$ cat src/uart_clksel_defines.svh
// Constants of the serial channel with clock-source selection and stop mode.
// Assumes inclusion by its bare name from the package and the design file.
//
// Functional notes
// - A 3-bit field picks the counter source: 0 the external serial clock pin, 1 to 6 the internal clock divided by 1, 2, 4, 8, 16 or 32, 7 the second timer output.
// - The clock-source register is read and written by software as one byte.
// - Reset clears the clock-source register to zero, which picks the external serial clock pin.
// - The channel has exactly two modes, stopped and asynchronous transfer.
// - The channel is stopped whenever both transmit and receive enables are zero.
// - While stopped, the transmit and receive pins belong to the general-purpose port.
// - While stopped, nothing shifts and the rate logic is frozen to save power.
// - The asynchronous mode sends and receives at once, one byte after a start bit.
// - The rate generator covers a wide range of rates, 31.25 kbps among them.
`ifndef UART_CLKSEL_DEFINES_SVH
`define UART_CLKSEL_DEFINES_SVH
// Register indices; byte address is four times the index
`define IDX_SERIAL_MODE_CONTROL 32'hFFFFF300
`define IDX_SERIAL_CLOCK_SOURCE_SELECT 32'hFFFFF31E
`define IDX_BAUD_DIVISOR 32'hFFFFF3F0
`define IDX_TX_DATA 32'hFFFFF3F1
`define IDX_RX_DATA 32'hFFFFF3F2
`define IDX_CHANNEL_STATUS 32'hFFFFF3F3
// Field positions
`define POS_TX_ENABLE_BIT 7
`define POS_RX_ENABLE_BIT 6
`define POS_STAT_TX_BUSY 0
`define POS_STAT_RX_VALID 1
`define POS_STAT_ACTIVE 2
// Reset values
`define RST_SERIAL_MODE_CONTROL 8'h00
`define RST_SERIAL_CLOCK_SOURCE_SELECT 3'h0
`define RST_BAUD_DIVISOR 8'h64
// Source codes
`define SRC_EXTERNAL 3'h0
`define SRC_TIMER 3'h7
`define SRC_DIV_TOP 3'h6
// Timing: oversampling ticks per bit, mid-bit point
`define OVERSAMPLE_LAST 4'hF
`define OVERSAMPLE_MID 4'h7
`define DATA_BITS_LAST 3'h7
`endif

$ cat src/uart_clksel_pkg.sv
// Types shared by the serial channel design.
// Assumes the constants header is on the include path.
`include "uart_clksel_defines.svh"
package uart_clksel_pkg;
   // Avalon-MM request from the master, carried as one bundle
   typedef struct packed {
      logic read;
      logic write;
      logic [31:0] address;
      logic [31:0] writedata;
      logic [3:0] byteenable;
   } avs_req_type;
   // Channel operating mode
   typedef enum logic {MODE_STOPPED, MODE_ASYNC} chan_mode_type;
   // Transmitter and receiver states
   typedef enum logic [1:0] {TX_IDLE, TX_SHIFT} tx_state_type;
   typedef enum logic [1:0] {RX_IDLE, RX_START, RX_DATA, RX_STOP} rx_state_type;
endpackage
$ cat src/uart_clksel.sv
// Second serial channel: source-clock selection, rate generator, stop mode
// and a full-duplex byte transmitter and receiver behind Avalon-MM.
// Assumes one clock, a word-addressed Avalon-MM master and pins that come
// from outside the clock domain.
`timescale 1ns/1ps
`include "uart_clksel_defines.svh"
module uart_clksel
(
   input wire logic clk,
   input wire logic resetn,
   input wire logic ce,
   input wire uart_clksel_pkg::avs_req_type avs_req,
   output logic avs_waitrequest,
   output logic [31:0] avs_readdata,
   input wire logic external_serial_clock_pin,
   input wire logic second_timer,
   input wire logic rxd_pin,
   output logic txd_pin,
   output logic txd_pin_oe,
   input wire logic port_txd_value,
   input wire logic port_txd_oe,
   output logic port_rxd_value
);
   import uart_clksel_pkg::*;

   logic [7:1] mode_ctl_r;
   logic [2:0] clk_sel_r;
   logic [7:0] divisor_r;
   logic ack_r;
   logic [31:0] rdata_nxt;
   logic hit_mode;
   logic hit_sel;
   logic hit_div;
   logic hit_tx;
   logic hit_rx;
   logic hit_stat;
   logic wr_go;
   logic rd_go;
   chan_mode_type mode;
   logic tx_en;
   logic rx_en;
   logic ext_s1_r;
   logic ext_s2_r;
   logic ext_d_r;
   logic rxd_s1_r;
   logic rxd_s2_r;
   logic tm_d_r;
   logic [4:0] pre_cnt_r;
   logic [4:0] pre_mask;
   logic src_tick;
   logic [7:0] div_cnt_r;
   logic os_tick;
   tx_state_type tx_state_r;
   logic [9:0] tx_shift_r;
   logic [3:0] tx_bit_r;
   logic [3:0] tx_sub_r;
   logic [7:0] tx_hold_r;
   logic tx_pend_r;
   rx_state_type rx_state_r;
   logic [3:0] rx_sub_r;
   logic [2:0] rx_bit_r;
   logic [7:0] rx_shift_r;
   logic [7:0] rx_data_r;
   logic rx_valid_r;
   logic rx_done;

   ////////////////////////////////////////////////////////////////////////
   // Bus decode and mode
   ////////////////////////////////////////////////////////////////////////

   // Word-addressed decode; only byte lane 0 carries the 8-bit registers
   assign hit_mode = avs_req.address == `IDX_SERIAL_MODE_CONTROL;
   assign hit_sel = avs_req.address == `IDX_SERIAL_CLOCK_SOURCE_SELECT;
   assign hit_div = avs_req.address == `IDX_BAUD_DIVISOR;
   assign hit_tx = avs_req.address == `IDX_TX_DATA;
   assign hit_rx = avs_req.address == `IDX_RX_DATA;
   assign hit_stat = avs_req.address == `IDX_CHANNEL_STATUS;
   assign wr_go = ce && avs_req.write && ack_r && avs_req.byteenable[0];
   assign rd_go = ce && avs_req.read && ack_r;

   // Stopped exactly when both enables are clear
   assign tx_en = mode_ctl_r[`POS_TX_ENABLE_BIT];
   assign rx_en = mode_ctl_r[`POS_RX_ENABLE_BIT];
   assign mode = (tx_en || rx_en) ? MODE_ASYNC : MODE_STOPPED;

   // One wait state: the answer stands on the edge after the request
   always_ff @(posedge clk or negedge resetn)
   begin
      if (!resetn)
         ack_r <= 1'b0;
      else if (ce)
         ack_r <= (avs_req.read || avs_req.write) && !ack_r;
   end

   // Waitrequest is its own flop, the inverse of the next acknowledge
   always_ff @(posedge clk or negedge resetn)
   begin
      if (!resetn)
         avs_waitrequest <= 1'b1;
      else if (ce)
         avs_waitrequest <= !((avs_req.read || avs_req.write) && !ack_r);
   end

   // Read mux; unmapped words and upper lanes read as zero
   always_comb
   begin
      rdata_nxt = 32'h0000_0000;
      if (hit_mode)
         rdata_nxt[7:0] = {mode_ctl_r, 1'b0};
      else if (hit_sel)
         rdata_nxt[7:0] = {5'h00, clk_sel_r};
      else if (hit_div)
         rdata_nxt[7:0] = divisor_r;
      else if (hit_rx)
         rdata_nxt[7:0] = rx_data_r;
      else if (hit_stat)
      begin
         rdata_nxt[`POS_STAT_TX_BUSY] = tx_pend_r || (tx_state_r != TX_IDLE);
         rdata_nxt[`POS_STAT_RX_VALID] = rx_valid_r;
         rdata_nxt[`POS_STAT_ACTIVE] = mode == MODE_ASYNC;
      end
   end

   // Read data is registered so it stands together with the answer
   always_ff @(posedge clk or negedge resetn)
   begin
      if (!resetn)
         avs_readdata <= 32'h0000_0000;
      else if (ce && avs_req.read && !ack_r)
         avs_readdata <= rdata_nxt;
   end

   // Mode register; bit 0 is not stored and always reads zero
   always_ff @(posedge clk or negedge resetn)
   begin
      if (!resetn)
         mode_ctl_r <= 7'(`RST_SERIAL_MODE_CONTROL >> 1);
      else if (wr_go && hit_mode)
         mode_ctl_r <= avs_req.writedata[7:1];
   end

   // Clock-source select, cleared to the external pin by reset
   always_ff @(posedge clk or negedge resetn)
   begin
      if (!resetn)
         clk_sel_r <= `RST_SERIAL_CLOCK_SOURCE_SELECT;
      else if (wr_go && hit_sel)
         clk_sel_r <= avs_req.writedata[2:0];
   end

   // Divisor of the selected source down to sixteen ticks per bit
   always_ff @(posedge clk or negedge resetn)
   begin
      if (!resetn)
         divisor_r <= `RST_BAUD_DIVISOR;
      else if (wr_go && hit_div)
         divisor_r <= avs_req.writedata[7:0];
   end

   ////////////////////////////////////////////////////////////////////////
   // Source clock selection and rate generator
   ////////////////////////////////////////////////////////////////////////

   // External clock and receive pins cross through two flops; the timer input only gets one delay flop
   always_ff @(posedge clk or negedge resetn)
   begin
      if (!resetn)
      begin
         ext_s1_r <= 1'b0;
         ext_s2_r <= 1'b0;
         ext_d_r <= 1'b0;
         rxd_s1_r <= 1'b1;
         rxd_s2_r <= 1'b1;
         tm_d_r <= 1'b0;
      end
      else if (ce)
      begin
         ext_s1_r <= external_serial_clock_pin;
         ext_s2_r <= ext_s1_r;
         ext_d_r <= ext_s2_r;
         rxd_s1_r <= rxd_pin;
         rxd_s2_r <= rxd_s1_r;
         tm_d_r <= second_timer;
      end
   end

   // Prescaler runs only while the channel is active, to save power
   always_ff @(posedge clk or negedge resetn)
   begin
      if (!resetn)
         pre_cnt_r <= 5'h00;
      else if (ce && mode == MODE_ASYNC)
         pre_cnt_r <= pre_cnt_r + 5'h01;
   end

   // Codes 1..6 give fxx/1..fxx/32 by a growing mask on the prescaler
   assign pre_mask = 5'h1F >> (`SRC_DIV_TOP - clk_sel_r);

   always_comb
   begin
      src_tick = 1'b0;
      if (mode == MODE_ASYNC)
      begin
         unique case (clk_sel_r)
            `SRC_EXTERNAL: src_tick = ext_s2_r && !ext_d_r;
            `SRC_TIMER: src_tick = second_timer && !tm_d_r;
            default: src_tick = (pre_cnt_r & pre_mask) == pre_mask;
         endcase
      end
   end

   // Divider: fxx/1 with divisor 100 gives 31.25 kbps at 16x sampling
   always_ff @(posedge clk or negedge resetn)
   begin
      if (!resetn)
         div_cnt_r <= 8'h00;
      else if (ce && mode == MODE_STOPPED)
         div_cnt_r <= 8'h00;
      else if (ce && src_tick)
      begin
         if (div_cnt_r == 8'h00)
            div_cnt_r <= (divisor_r == 8'h00) ? 8'h00 : divisor_r - 8'h01;
         else
            div_cnt_r <= div_cnt_r - 8'h01;
      end
   end

   assign os_tick = ce && src_tick && (div_cnt_r == 8'h00);

   ////////////////////////////////////////////////////////////////////////
   // Transmitter
   ////////////////////////////////////////////////////////////////////////

   // Hold register; a write while busy is dropped, status shows busy
   always_ff @(posedge clk or negedge resetn)
   begin
      if (!resetn)
      begin
         tx_pend_r <= 1'b0;
         tx_hold_r <= 8'h00;
      end
      else if (ce)
      begin
         if (!tx_en)
            tx_pend_r <= 1'b0;
         else if (wr_go && hit_tx && !tx_pend_r && tx_state_r == TX_IDLE)
         begin
            tx_pend_r <= 1'b1;
            tx_hold_r <= avs_req.writedata[7:0];
         end
         else if (os_tick && tx_state_r == TX_IDLE)
            tx_pend_r <= 1'b0;
      end
   end

   // Frame is start, eight data bits LSB first, stop; shifted out LSB first
   always_ff @(posedge clk or negedge resetn)
   begin
      if (!resetn)
      begin
         tx_state_r <= TX_IDLE;
         tx_shift_r <= 10'h3FF;
         tx_bit_r <= 4'h0;
         tx_sub_r <= 4'h0;
      end
      else if (ce && !tx_en)
      begin
         tx_state_r <= TX_IDLE;
         tx_shift_r <= 10'h3FF;
      end
      else if (os_tick)
      begin
         unique case (tx_state_r)
            TX_IDLE:
               if (tx_pend_r)
               begin
                  tx_state_r <= TX_SHIFT;
                  tx_shift_r <= {1'b1, tx_hold_r, 1'b0};
                  tx_bit_r <= 4'h0;
                  tx_sub_r <= 4'h0;
               end
            TX_SHIFT:
            begin
               tx_sub_r <= tx_sub_r + 4'h1;
               if (tx_sub_r == `OVERSAMPLE_LAST)
               begin
                  tx_shift_r <= {1'b1, tx_shift_r[9:1]};
                  tx_bit_r <= tx_bit_r + 4'h1;
                  if (tx_bit_r == 4'h9)
                     tx_state_r <= TX_IDLE;
               end
            end
            default: tx_state_r <= TX_IDLE;
         endcase
      end
   end

   ////////////////////////////////////////////////////////////////////////
   // Receiver
   ////////////////////////////////////////////////////////////////////////

   // Start is confirmed at mid-bit, data sampled every sixteen ticks after
   always_ff @(posedge clk or negedge resetn)
   begin
      if (!resetn)
      begin
         rx_state_r <= RX_IDLE;
         rx_sub_r <= 4'h0;
         rx_bit_r <= 3'h0;
         rx_shift_r <= 8'h00;
      end
      else if (ce && !rx_en)
         rx_state_r <= RX_IDLE;
      else if (os_tick)
      begin
         rx_sub_r <= rx_sub_r + 4'h1;
         unique case (rx_state_r)
            RX_IDLE:
               if (!rxd_s2_r)
               begin
                  rx_state_r <= RX_START;
                  rx_sub_r <= 4'h0;
               end
            RX_START:
               if (rx_sub_r == `OVERSAMPLE_MID)
               begin
                  rx_state_r <= rxd_s2_r ? RX_IDLE : RX_DATA;
                  rx_sub_r <= 4'h0;
                  rx_bit_r <= 3'h0;
               end
            RX_DATA:
               if (rx_sub_r == `OVERSAMPLE_LAST)
               begin
                  rx_shift_r <= {rxd_s2_r, rx_shift_r[7:1]};
                  rx_bit_r <= rx_bit_r + 3'h1;
                  if (rx_bit_r == `DATA_BITS_LAST)
                     rx_state_r <= RX_STOP;
               end
            RX_STOP:
               if (rx_sub_r == `OVERSAMPLE_LAST)
                  rx_state_r <= RX_IDLE;
         endcase
      end
   end

   assign rx_done = os_tick && rx_state_r == RX_STOP &&
                    rx_sub_r == `OVERSAMPLE_LAST;

   // Received byte; a new byte in the cycle of the clearing read wins
   always_ff @(posedge clk or negedge resetn)
   begin
      if (!resetn)
      begin
         rx_data_r <= 8'h00;
         rx_valid_r <= 1'b0;
      end
      else if (rx_done)
      begin
         rx_data_r <= rx_shift_r;
         rx_valid_r <= 1'b1;
      end
      else if (rd_go && hit_rx)
         rx_valid_r <= 1'b0;
   end

   ////////////////////////////////////////////////////////////////////////
   // Pin ownership
   ////////////////////////////////////////////////////////////////////////

   // Disabled direction hands its pin to the port logic
   always_ff @(posedge clk or negedge resetn)
   begin
      if (!resetn)
      begin
         txd_pin <= 1'b1;
         txd_pin_oe <= 1'b0;
         port_rxd_value <= 1'b1;
      end
      else if (ce)
      begin
         txd_pin <= tx_en ? tx_shift_r[0] : port_txd_value;
         txd_pin_oe <= tx_en ? 1'b1 : port_txd_oe;
         port_rxd_value <= rxd_s2_r; // Port read works in both modes
      end
   end
endmodule

$ cat config.mk
export PLATFORM = sky130hd
export DESIGN_NAME = uart_clksel
export DESIGN_NICKNAME = d
export VERILOG_FILES = /design/src/uart_clksel_pkg.sv /design/src/uart_clksel.sv
export VERILOG_INCLUDE_DIRS = /design/src
export SDC_FILE = /design/constraint.sdc
export NUM_CORES = 1
export LEC_CHECK = 0
export ABC_AREA = 1
export BUFFER_PORTS_ARGS = -buffer_cell sky130_fd_sc_hd__buf_4
export CORE_UTILIZATION = 48
export DETAILED_ROUTE_END_ITERATION = 16
export GPL_ROUTABILITY_DRIVEN = 1
export HOLD_SLACK_MARGIN = 0.03
export PLACE_DENSITY = 0.77
export SLEW_MARGIN = 20
export SYNTH_ARGS = -nofsm -noshare
export SYNTH_HDL_FRONTEND = slang
export SYNTH_SLANG_ARGS = --single-unit
$ cat constraint.sdc
create_clock -name clk -period 3.16 [get_ports clk]
set_clock_uncertainty 0.15 [all_clocks]
set_input_delay 0.316 -clock clk [delete_from_list [all_inputs] [get_ports clk]]
set_output_delay 0.316 -clock clk [all_outputs]
set_load 0.02 [all_outputs]
Word-level counts from Yosys, hierarchy flattened
Cells that the tools add are included.

operators by class
  $add $sub $neg = 8
  equal/unequal tests = 30
  shift-type cells = 1
  mux-type cells = 50
  bitwise gates (word level) = 4
  reduce and logical (&&, ||, !) cells = 58

operators with widths
  cell                  count
  $eq 32x32->1 const B  6
  $mux 8                7
  $mux 10               4
  $mux 2                13
  $logic_and 1x1->1     25
  $pmux 4 s2            3
  $ne 3x3->1 const B    7
  $pmux 10 s2           1
  $logic_not 8->1       2
  $mux 4                4
  $reduce_and 4->1      4
  $sub 8x1->8 const B   2
  $reduce_bool 2->1     7
  $add 4x1->4 const B   3
  $eq 4x4->1 const B    3
  $mux 3                4
  $reduce_and 5->1      2
  $mux 1                9
  $ne 2x2->1 const B    4
  $pmux 2 s4            1
  $logic_not 1->1       7
  $eq 3x3->1 const B    2
  $pmux 3 s2            1
  $reduce_and 6->1      1
  21 further kinds      29

word-level totals
  register bits = 105
  input port bits = 78
  output and inout bits = 36
  logic and storage cells = 180

Longest topological paths before layout
Gate-level depths: netlist (run 1).

  depth after elaboration = 12
  depth in mapped cells = 14
  mapped depth without buffers = 13

Worst setup path before layout (run 1)
Ideal clock, no wire load.

  kind = register to register
  start point = register clk_sel_r[0]
  end point = register tx_shift_r[7]
  setup time = 0.069 ns
  arrival = 1.870 ns
  data required time = 2.941 ns
  slack = 1.071 ns
  stages on the path, launching flop included = 14
  path buffers = 1
  period minus slack after synthesis = 2.089 ns
  cell sequence = dfrtp_1 -> ha_1 -> inv_1 -> ha_1 -> o21ai_0 -> nand2_1 -> nand3_1 -> nand2_1 -> nand3_4 -> nand2_2 -> nand2_2 -> buf_6 -> nand2_1 -> o21ai_2

between the ends
  cells in the longest elaborated chain, start to end = 10
  elaborated cells between the ends (all ways) = 12
  classes of those cells = 1 x add/sub; 2 x eq/ne; 1 x shift; 2 x mux; 1 x bitwise; 5 x reduce/logical

RTL lines
  element                               RTL line            text
  start: declaration                    uart_clksel.sv:27   logic [2:0] clk_sel_r;
  start signal: assignment              uart_clksel.sv:146  clk_sel_r <= `RST_SERIAL_CLOCK_SOURCE_SELECT;
  start signal: assignment              uart_clksel.sv:148  clk_sel_r <= avs_req.writedata[2:0];
  $sub 3x3->3 (no source line)          n/a
  $shr 5x3->5                           uart_clksel.sv:197  assign pre_mask = 5'h1F >> (`SRC_DIV_TOP - clk_sel_r);
  $and 5x5->5                           uart_clksel.sv:207  default: src_tick = (pre_cnt_r & pre_mask) == pre_mask;
  $eq 5x5->1                            uart_clksel.sv:207
  $pmux 1 s2 *                          uart_clksel.sv:204  unique case (clk_sel_r)
  $mux 1 *                              uart_clksel.sv:202  if (mode == MODE_ASYNC)
  $logic_and 1x1->1 * (2 in series)     uart_clksel.sv:228  assign os_tick = ce && src_tick && (div_cnt_r == 8'h00);
  $reduce_bool 2->1 (no source line) *  n/a
  $reduce_and 4->1 (no source line) *   n/a
  end signal: assignment                uart_clksel.sv:278  tx_shift_r <= {1'b1, tx_hold_r, 1'b0};
  end signal: assignment                uart_clksel.sv:287  tx_shift_r <= {1'b1, tx_shift_r[9:1]};
  end: declaration                      uart_clksel.sv:54   logic [9:0] tx_shift_r;

Mark *: on every way between the ends. The rest lies on a longest branch, timed or not.
A chain may end at the register's enable or synchronous reset.

Worst setup path in the final report (run 1)
  start point = register clk_sel_r[1]
  end point = register div_cnt_r[0]

between the ends
  cells in the longest elaborated chain, start to end = 8
  elaborated cells between the ends (all ways) = 10
  classes of those cells = 1 x add/sub; 2 x eq/ne; 1 x shift; 2 x mux; 1 x bitwise; 3 x reduce/logical

RTL lines
  element                               RTL line            text
  $sub 3x3->3 (no source line)          n/a
  $shr 5x3->5                           uart_clksel.sv:197
  $and 5x5->5                           uart_clksel.sv:207
  $eq 5x5->1                            uart_clksel.sv:207
  $pmux 1 s2 *                          uart_clksel.sv:204
  $mux 1 *                              uart_clksel.sv:202
  $logic_and 1x1->1 *                   uart_clksel.sv:219  else if (ce && src_tick)
  $reduce_bool 2->1 (no source line) *  n/a
  end signal: assignment                uart_clksel.sv:222  div_cnt_r <= (divisor_r == 8'h00) ? 8'h00 : divisor_r - 8'h01;
  end signal: assignment                uart_clksel.sv:224  div_cnt_r <= div_cnt_r - 8'h01;
  end: declaration                      uart_clksel.sv:51   logic [7:0] div_cnt_r;

Marked as above.

==> summary.txt, run 1 <==
Status
  • Status: finished, final reports clean

Min path
  • Hold Crit Start: rxd_pin
  • Hold WC Path Type: in2reg
  • Hold path cells: 3
  • Worst min-delay path endpoint: rxd_s1_r

STA
  • Worst-Margin Slew: 0.935 ns
  • Unrepaired setup endpoints after global routing: no
  • Fin crit period: 2.47 ns
  • Setup TNS: 0 ns
  • FMAX: 404 MHz
  • Final hold slack: 0.0306 ns
  • Slew margin rel.: 37.0%
  • Share of the clock period used by the worst path: 78.2%
  • Final Hold Vio Count: 0
  • Fin. max-slew vios: 0
  • Finish-stage setup viols: 0

Critical path
  • FF-to-FF End: div_cnt_r[0]
  • CP max FO: 8
  • Crit path DAT: 2.58 ns
  • Setup crit start kind: register
  • Critical Path End Type: register
  • Critical path class: reg2reg
  • Worst reg2reg path startpoint: clk_sel_r[1]
  • Reg-to-reg slack, setup: 0.69 ns
  • Data required, critical path: 3.27 ns
  • CP bufs+invs: 1
  • CP top delay family: compound AO/OA/AOI/OAI gates
  • Cells along the critical path: ha_1 > inv_1 > ha_1 > o21ai_0 > nand2_1 > nand3_1 > nand2_1 > nand2_1 > o21ai_0 > o21ai_0
  • Slowest stage cell on the critical path: dfrtp_1
  • Critical Path Source: clk_sel_r[1]
  • R2R depth: 10
  • Crit-path max cell delay: 0.47 ns

Cells and area
  • Number of inserted diodes: 0
  • Fill cells: 1118
  • Fraction of layout cells with a size suffix above 1: 17.7%
  • Final Non-Filler Cells: 1030
  • Nets: 951
  • Synth-to-Final Area Change: 14.0%

Floorplanning
  • Initial core utilization: 49.6%
  • Die Width: 114 um
  • Area of the die: 13000 um2
  • Row count: 40
  • Die height: 114 um
  • Top Ports: 114
  • CORE AREA: 12100 um2

Global routing
  • M3 GR Usage: 4.41%
  • Global-route wire length before repair: 21700 um
  • Vias in the first global route: 4666
  • Met1 usage: 28.2%
  • Largest net degree at the start of global routing: 57
  • Grt met2 use: 34.8%
  • Grt ovf: 0
  • Gr usage total: 21.3%
  • Busiest grt layer: met2
  • Initial antenna violation count: 0

Synthesis
  • Yosys top cell by area: dfrtp_1
  • Post-synth cell types: 40
  • Avg Inst Size Synth: 7.60 um2
  • Syn Inst Count: 791
  • Number of flops mapped to enable cells by yosys: 0
  • Cell area after synthesis: 6010 um2
  • Synth top area cells: dfrtp_1 (36%), nand2_1 (15%), dfstp_2 (7.4%)
  • Sequential area share after synthesis: 43.2%
  • Ys flop type: dfrtp_1
  • Area share of the largest cell type after synthesis: 35.8%
  • Post-synth ARST share: 100%
  • Synth Register Bits: 103
  • Synth Warn #: 0

Drt
  • Wire per inst: 12.3 um
  • Post-DRT Antenna Nets: 0
  • Wirelength, routed: 12700 um
  • Remaining DRCs: 0
  • Vias: 5037
  • DR pass1 iterations: 5
  • Via/cell ratio: 4.89
  • Initial DRC count: 321

Power and ir drop
  • PwrDens: 440 nW/um2
  • P_leak: 0.00352 uW
  • Peak supply drop: 0.242 mV

CTS
  • Post-CTS setup-driven buffer insertion count: 0
  • Clk pin slew, worst setup/hold paths: 0.07 ns
  • Post-CTS Resized: 0
  • Worst skew pair latency: 0.35 ns
  • CTS tree: done
  • Clk sinks: 103
  • # hold bufs at CTS: 2
  • H-tree depth: 3
  • Num CTS Buffers: 9
  • Clock tree buffer depth: 2
  • CTS Root Cell: clkbuf_16

Place
  • # placed instances: 1012
  • DP HPWL: 9370 um
  • GPL Wtd Cong: 0.865
  • Port-buffer cells: 62

Flow run
  • Max_cap viols: 0
synthesized netlist by cell type, types with 11 or more instances:
cell	count
buf_4	24
dfrtp_1	86
dfstp_2	17
ha_1	16
inv_1	96
nand2_1	234
nand3_1	44
nand4_1	13
nor2_1	75
o21ai_0	68
o21ai_2	23
xor2_1	11
registers in the layout, indices dropped and copies added, names as in the netlist, 2 cells and up:
register and cells:
div_cnt_r 8, rx_bit_r 3, rx_state_r 2, tx_shift_r 9, avs_readdata 8, rx_data_r 8, rx_shift_r 8, tx_sub_r 4
clk_sel_r 3, tx_hold_r 8, rx_sub_r 4, tx_bit_r 4, pre_cnt_r 5, mode_ctl_r 7, divisor_r 8
cell families after synthesis:
kind of cell | after synthesis | share of synthesized area (%)
adder cells (fa/ha/maj) | 16 | 3.33
other | 1 | 0.0624
buffers and inverters | 139 | 10.7
AO/OA/AOI/OAI | 119 | 12.2
multiplexers | 1 | 0.187
flip-flops | 103 | 43.2
AND/OR/NAND/NOR | 399 | 28.5
XOR/XNOR | 13 | 1.89
where the power goes:
group / internal [uW] / total [uW] / leakage [uW] / switching [uW]
Combinational: 178 / 490 / 0.00207 / 311
Clock: 551 / 1040 / 0.000138 / 487
Sequential: 1450 / 1490 / 0.00131 / 42.9
area by class of cell:
type	instances	area, um2	share of cell area [%]
repair buffers	71	538	7.85
clock buffers	10	239	3.48
flip-flops and latches	103	2600	37.9
clock inverters	6	36.3	0.529
inverters	100	375	5.47
multi-input cells	572	2860	41.7
well taps	168	210	3.07
metal layers:
layer | up-vias | share of wire [%]
li1 | 2602 | -
met1 | 2283 | 46
met2 | 132 | 46
met3 | 20 | 5.2
met4 | 0 | 1.9
met5 | - | 0
worst max-delay path by stage:
stage,endpoint,slack [ns],cells past startpoint
after CTS,div_cnt_r[0],0.70,10
after global routing,tx_shift_r[1],0.49,12
after global placement,div_cnt_r[0],0.77,10
after floorplan,tx_shift_r[7],1.07,13
final,div_cnt_r[0],0.69,10
after detailed placement,div_cnt_r[5],0.72,10
placed cells by master (no fill, tap or decap), drive strengths merged:
| cell type | n |
|---|---|
| nand2 | 238 |
| inv | 100 |
| o21ai | 92 |
| dfrtp | 86 |
| nor2 | 82 |
| buf | 69 |
| nand3 | 45 |
| conb | 24 |
| dfstp | 17 |
| ha | 16 |
| nand4 | 13 |
| xor2 | 11 |
| clkbuf | 10 |
| or2 | 9 |
| a211oi | 8 |
| nor3 | 7 |
| a21oi | 6 |
| o22ai | 5 |
| clkinv | 5 |
| o211ai | 3 |
| and2 | 2 |
| nand3b | 2 |
| xnor2 | 2 |
| o21a | 2 |
| dlygate4sd3 | 2 |
| nor3b | 1 |
| o211a | 1 |
| o22a | 1 |
| mux2 | 1 |
| o31ai | 1 |
| clkinvlp | 1 |
per-stage QoR:
step / cell area [um2] / total power [uW] / worst slack [ns] / utilization, %
2_1_floorplan: 6100 / 1860 / 1.07 / -
3_3_place_gp: 6560 / 1990 / 0.765 / 54.2
3_5_place_dp: 6560 / 2000 / 0.716 / 54.2
4_1_cts: 6860 / 3050 / 0.697 / 56.6
5_1_grt: 6860 / 3170 / 0.488 / 56.6
6_report: 6860 / 3020 / 0.687 / 56.6
worst reg2reg max path: cells and delay by family, from the launching register on:
family          cells  cell delay [ns]
compound gates      3             0.84
flops               1             0.47
buf+inv             1             0.04
simple gates        4             0.42
fa+ha+maj           2             0.47
No activity file was read; power rests on OpenSTA's default activity.
==> inputs of run 2 (changes only) <==
==> constraint.sdc (replaced) <==
create_clock -name clk -period 2.5 [get_ports clk]
set_clock_uncertainty 0.15 [all_clocks]
set_input_delay 0.25 -clock clk [delete_from_list [all_inputs] [get_ports clk]]
set_output_delay 0.25 -clock clk [all_outputs]
set_load 0.02 [all_outputs]
==> summary.txt, run 2 (same netlist as run 1, synthesis figures left out) <==
STA
  • FMAX: 440 MHz (+8.8%)
  • Final hold slack: 0.0815 ns (+0.0509 ns)
  • Final Hold Vio Count: 0 (unchanged)
  • Slew margin rel.: 60.4% (+23 points)
  • Fin crit period: 2.27 ns (-0.201 ns)
  • Unrepaired setup endpoints after global routing: no
  • Setup TNS: 0 ns (unchanged)
  • Finish-stage setup viols: 0 (unchanged)
  • Fin. max-slew vios: 0 (unchanged)
  • Share of the clock period used by the worst path: 90.9% (+13 points)
  • Worst-Margin Slew: 0.590 ns (-0.345 ns)

Drt
  • Post-DRT Antenna Nets: 0 (unchanged)
  • Wirelength, routed: 12800 um (+0.39%)
  • Remaining DRCs: 0 (unchanged)
  • Wire per inst: 12.2 um (-1.2%)
  • Initial DRC count: 288 (-10%)
  • Vias: 5103 (+1.3%)
  • DR pass1 iterations: 5 (unchanged)
  • Via/cell ratio: 4.87 (-0.33%)

Power and ir drop
  • Peak supply drop: 0.350 mV (+45%)
  • P_leak: 0.00363 uW (+3.1%)
  • PwrDens: 562 nW/um2 (+28%)

Global routing
  • Gr usage total: 21.7% (+0.49 points)
  • Largest net degree at the start of global routing: 51 (-11%)
  • Vias in the first global route: 4817 (+3.2%)
  • Grt ovf: 0 (unchanged)
  • Global-route wire length before repair: 22200 um (+2.4%)
  • Initial antenna violation count: 0 (unchanged)

Critical path
  • CP max FO: 16 (+8)
  • Crit path DAT: 2.36 ns (-0.22 ns)
  • Data required, critical path: 2.59 ns (-0.68 ns)
  • Critical path class: reg2reg
  • FF-to-FF End: rx_shift_r[6]
  • R2R depth: 12 (+2)
  • Critical Path End Type: register
  • Reg-to-reg slack, setup: 0.23 ns (-0.46 ns)
  • Setup crit start kind: register
  • Worst reg2reg path startpoint: clk_sel_r[0]

Floorplanning
  • Initial core utilization: 49.6% (unchanged)
  • Die Width: 114 um (unchanged)
  • CORE AREA: 12100 um2 (unchanged)
  • Area of the die: 13000 um2 (unchanged)
  • Die height: 114 um (unchanged)
  • Top Ports: 114 (unchanged)
  • Row count: 40 (unchanged)

Cells and area
  • Final Non-Filler Cells: 1047 (+1.7%)
  • Fraction of layout cells with a size suffix above 1: 18.2% (+0.45 points)
  • Nets: 968 (+1.8%)
  • Top reg by flops: tx_shift_r
  • Number of inserted diodes: 0 (unchanged)
  • Fill cells: 1131 (+1.2%)
  • Most common cell after layout, fill and taps aside: nand2_1
  • Most frequent cells in the layout: nand2_1 (234), inv_1 (96), dfrtp_1 (86)
  • Synth-to-Final Area Change: 17.6%
  • Post-route cell area: 7070 um2 (+3.1%)
  • Multi-input gate area: 2880 um2 (+0.70%)
  • Max reg flops: 9 (unchanged)
  • Reg area: 2600 um2 (unchanged)

CTS
  • CTS Root Cell: clkbuf_16
  • Clock tree buffer depth: 2 (unchanged)
  • Clk pin slew, worst setup/hold paths: 0.07 ns (about the same)
  • Clk sinks: 103 (unchanged)
  • Post-CTS setup-driven buffer insertion count: 0 (unchanged)
  • H-tree depth: 3 (unchanged)
  • Worst skew pair latency: 0.36 ns (about the same)
  • Num CTS Buffers: 9 (unchanged)
  • CTS tree: done

Min path
  • Worst min-delay path endpoint: tm_d_r
  • Hold Crit Start: second_timer
  • Hold WC Path Type: in2reg
  • Hold path cells: 3 (unchanged)

Place
  • GPL Wtd Cong: 0.839 (-3.1%)
  • # placed instances: 1018 (+0.59%)
  • Port-buffer cells: 62 (unchanged)
  • Post-placement cell area: 6620 um2 (+0.88%)
  • DP HPWL: 9390 um (+0.21%)

Flow run
  • Max_cap viols: 0 (unchanged)

Status
  • Status: finished, final reports clean
run 2: layer usage:
metal	GRT usage, %	wire [um]	vias up
met5	0	0	-
met4	10.3	371	0
met3	4.41	568	30
met2	34.1	5820	125
met1	28.9	5990	2316
li1	-	-	2632
run 2: worst max path at each step:
stage	from	to
final	clk_sel_r[0]	rx_shift_r[6]
after detailed placement	clk_sel_r[0]	tx_shift_r[5]
after global routing	clk_sel_r[0]	rx_data_r[2]
after global placement	clk_sel_r[0]	tx_shift_r[3]
after CTS	clk_sel_r[0]	tx_shift_r[5]
after floorplan	clk_sel_r[0]	tx_shift_r[7]
run 2: layout make-up:
class | count | share of cell area (%)
Multi-Input combinational cell | 572 | 40.7
Sequential cell | 103 | 36.8
Timing Repair Buffer | 88 | 9.98
Inverter | 100 | 5.31
Clock buffer | 11 | 3.43
Tap cell | 168 | 2.97
Clock inverter | 5 | 0.814
run 2: critical path, cell delays in order, from the launching register on:
cell	delay (ns)
dfrtp_1	0.44
ha_1	0.18
inv_1	0.04
ha_1	0.28
o21ai_0	0.09
nand2_1	0.07
nand3_1	0.07
nand2_1	0.13
nand3_4	0.18
nor2_8	0.19
nand2_4	0.16
nand2_1	0.13
o21ai_2	0.06
run 2: per-stage QoR:
step | total power, uW | setup slack [ns] | utilization (%)
finish | 3970 | 0.228 | 58.4
global route | 4160 | 0.00256 | 58.4
CTS | 4000 | 0.112 | 58.2
detailed placement | 2540 | 0.142 | 54.7
global placement | 2520 | 0.205 | 54.7
floorplan | 2350 | 0.411 | -
run 2: report_power, final:
group | internal (uW) | switching, uW
clock | 804 | 635
combinational | 241 | 404
sequential | 1830 | 59.1
run 2: repair_timing:
| action | in CTS | in global routing |
|---|---|---|
| setup endpoints to repair | 0 | 25 |
| endpoints found under the hold margin | 45 | 0 |
| gates resized for setup | 0 | 4 |
| hold buffers | 13 | 0 |
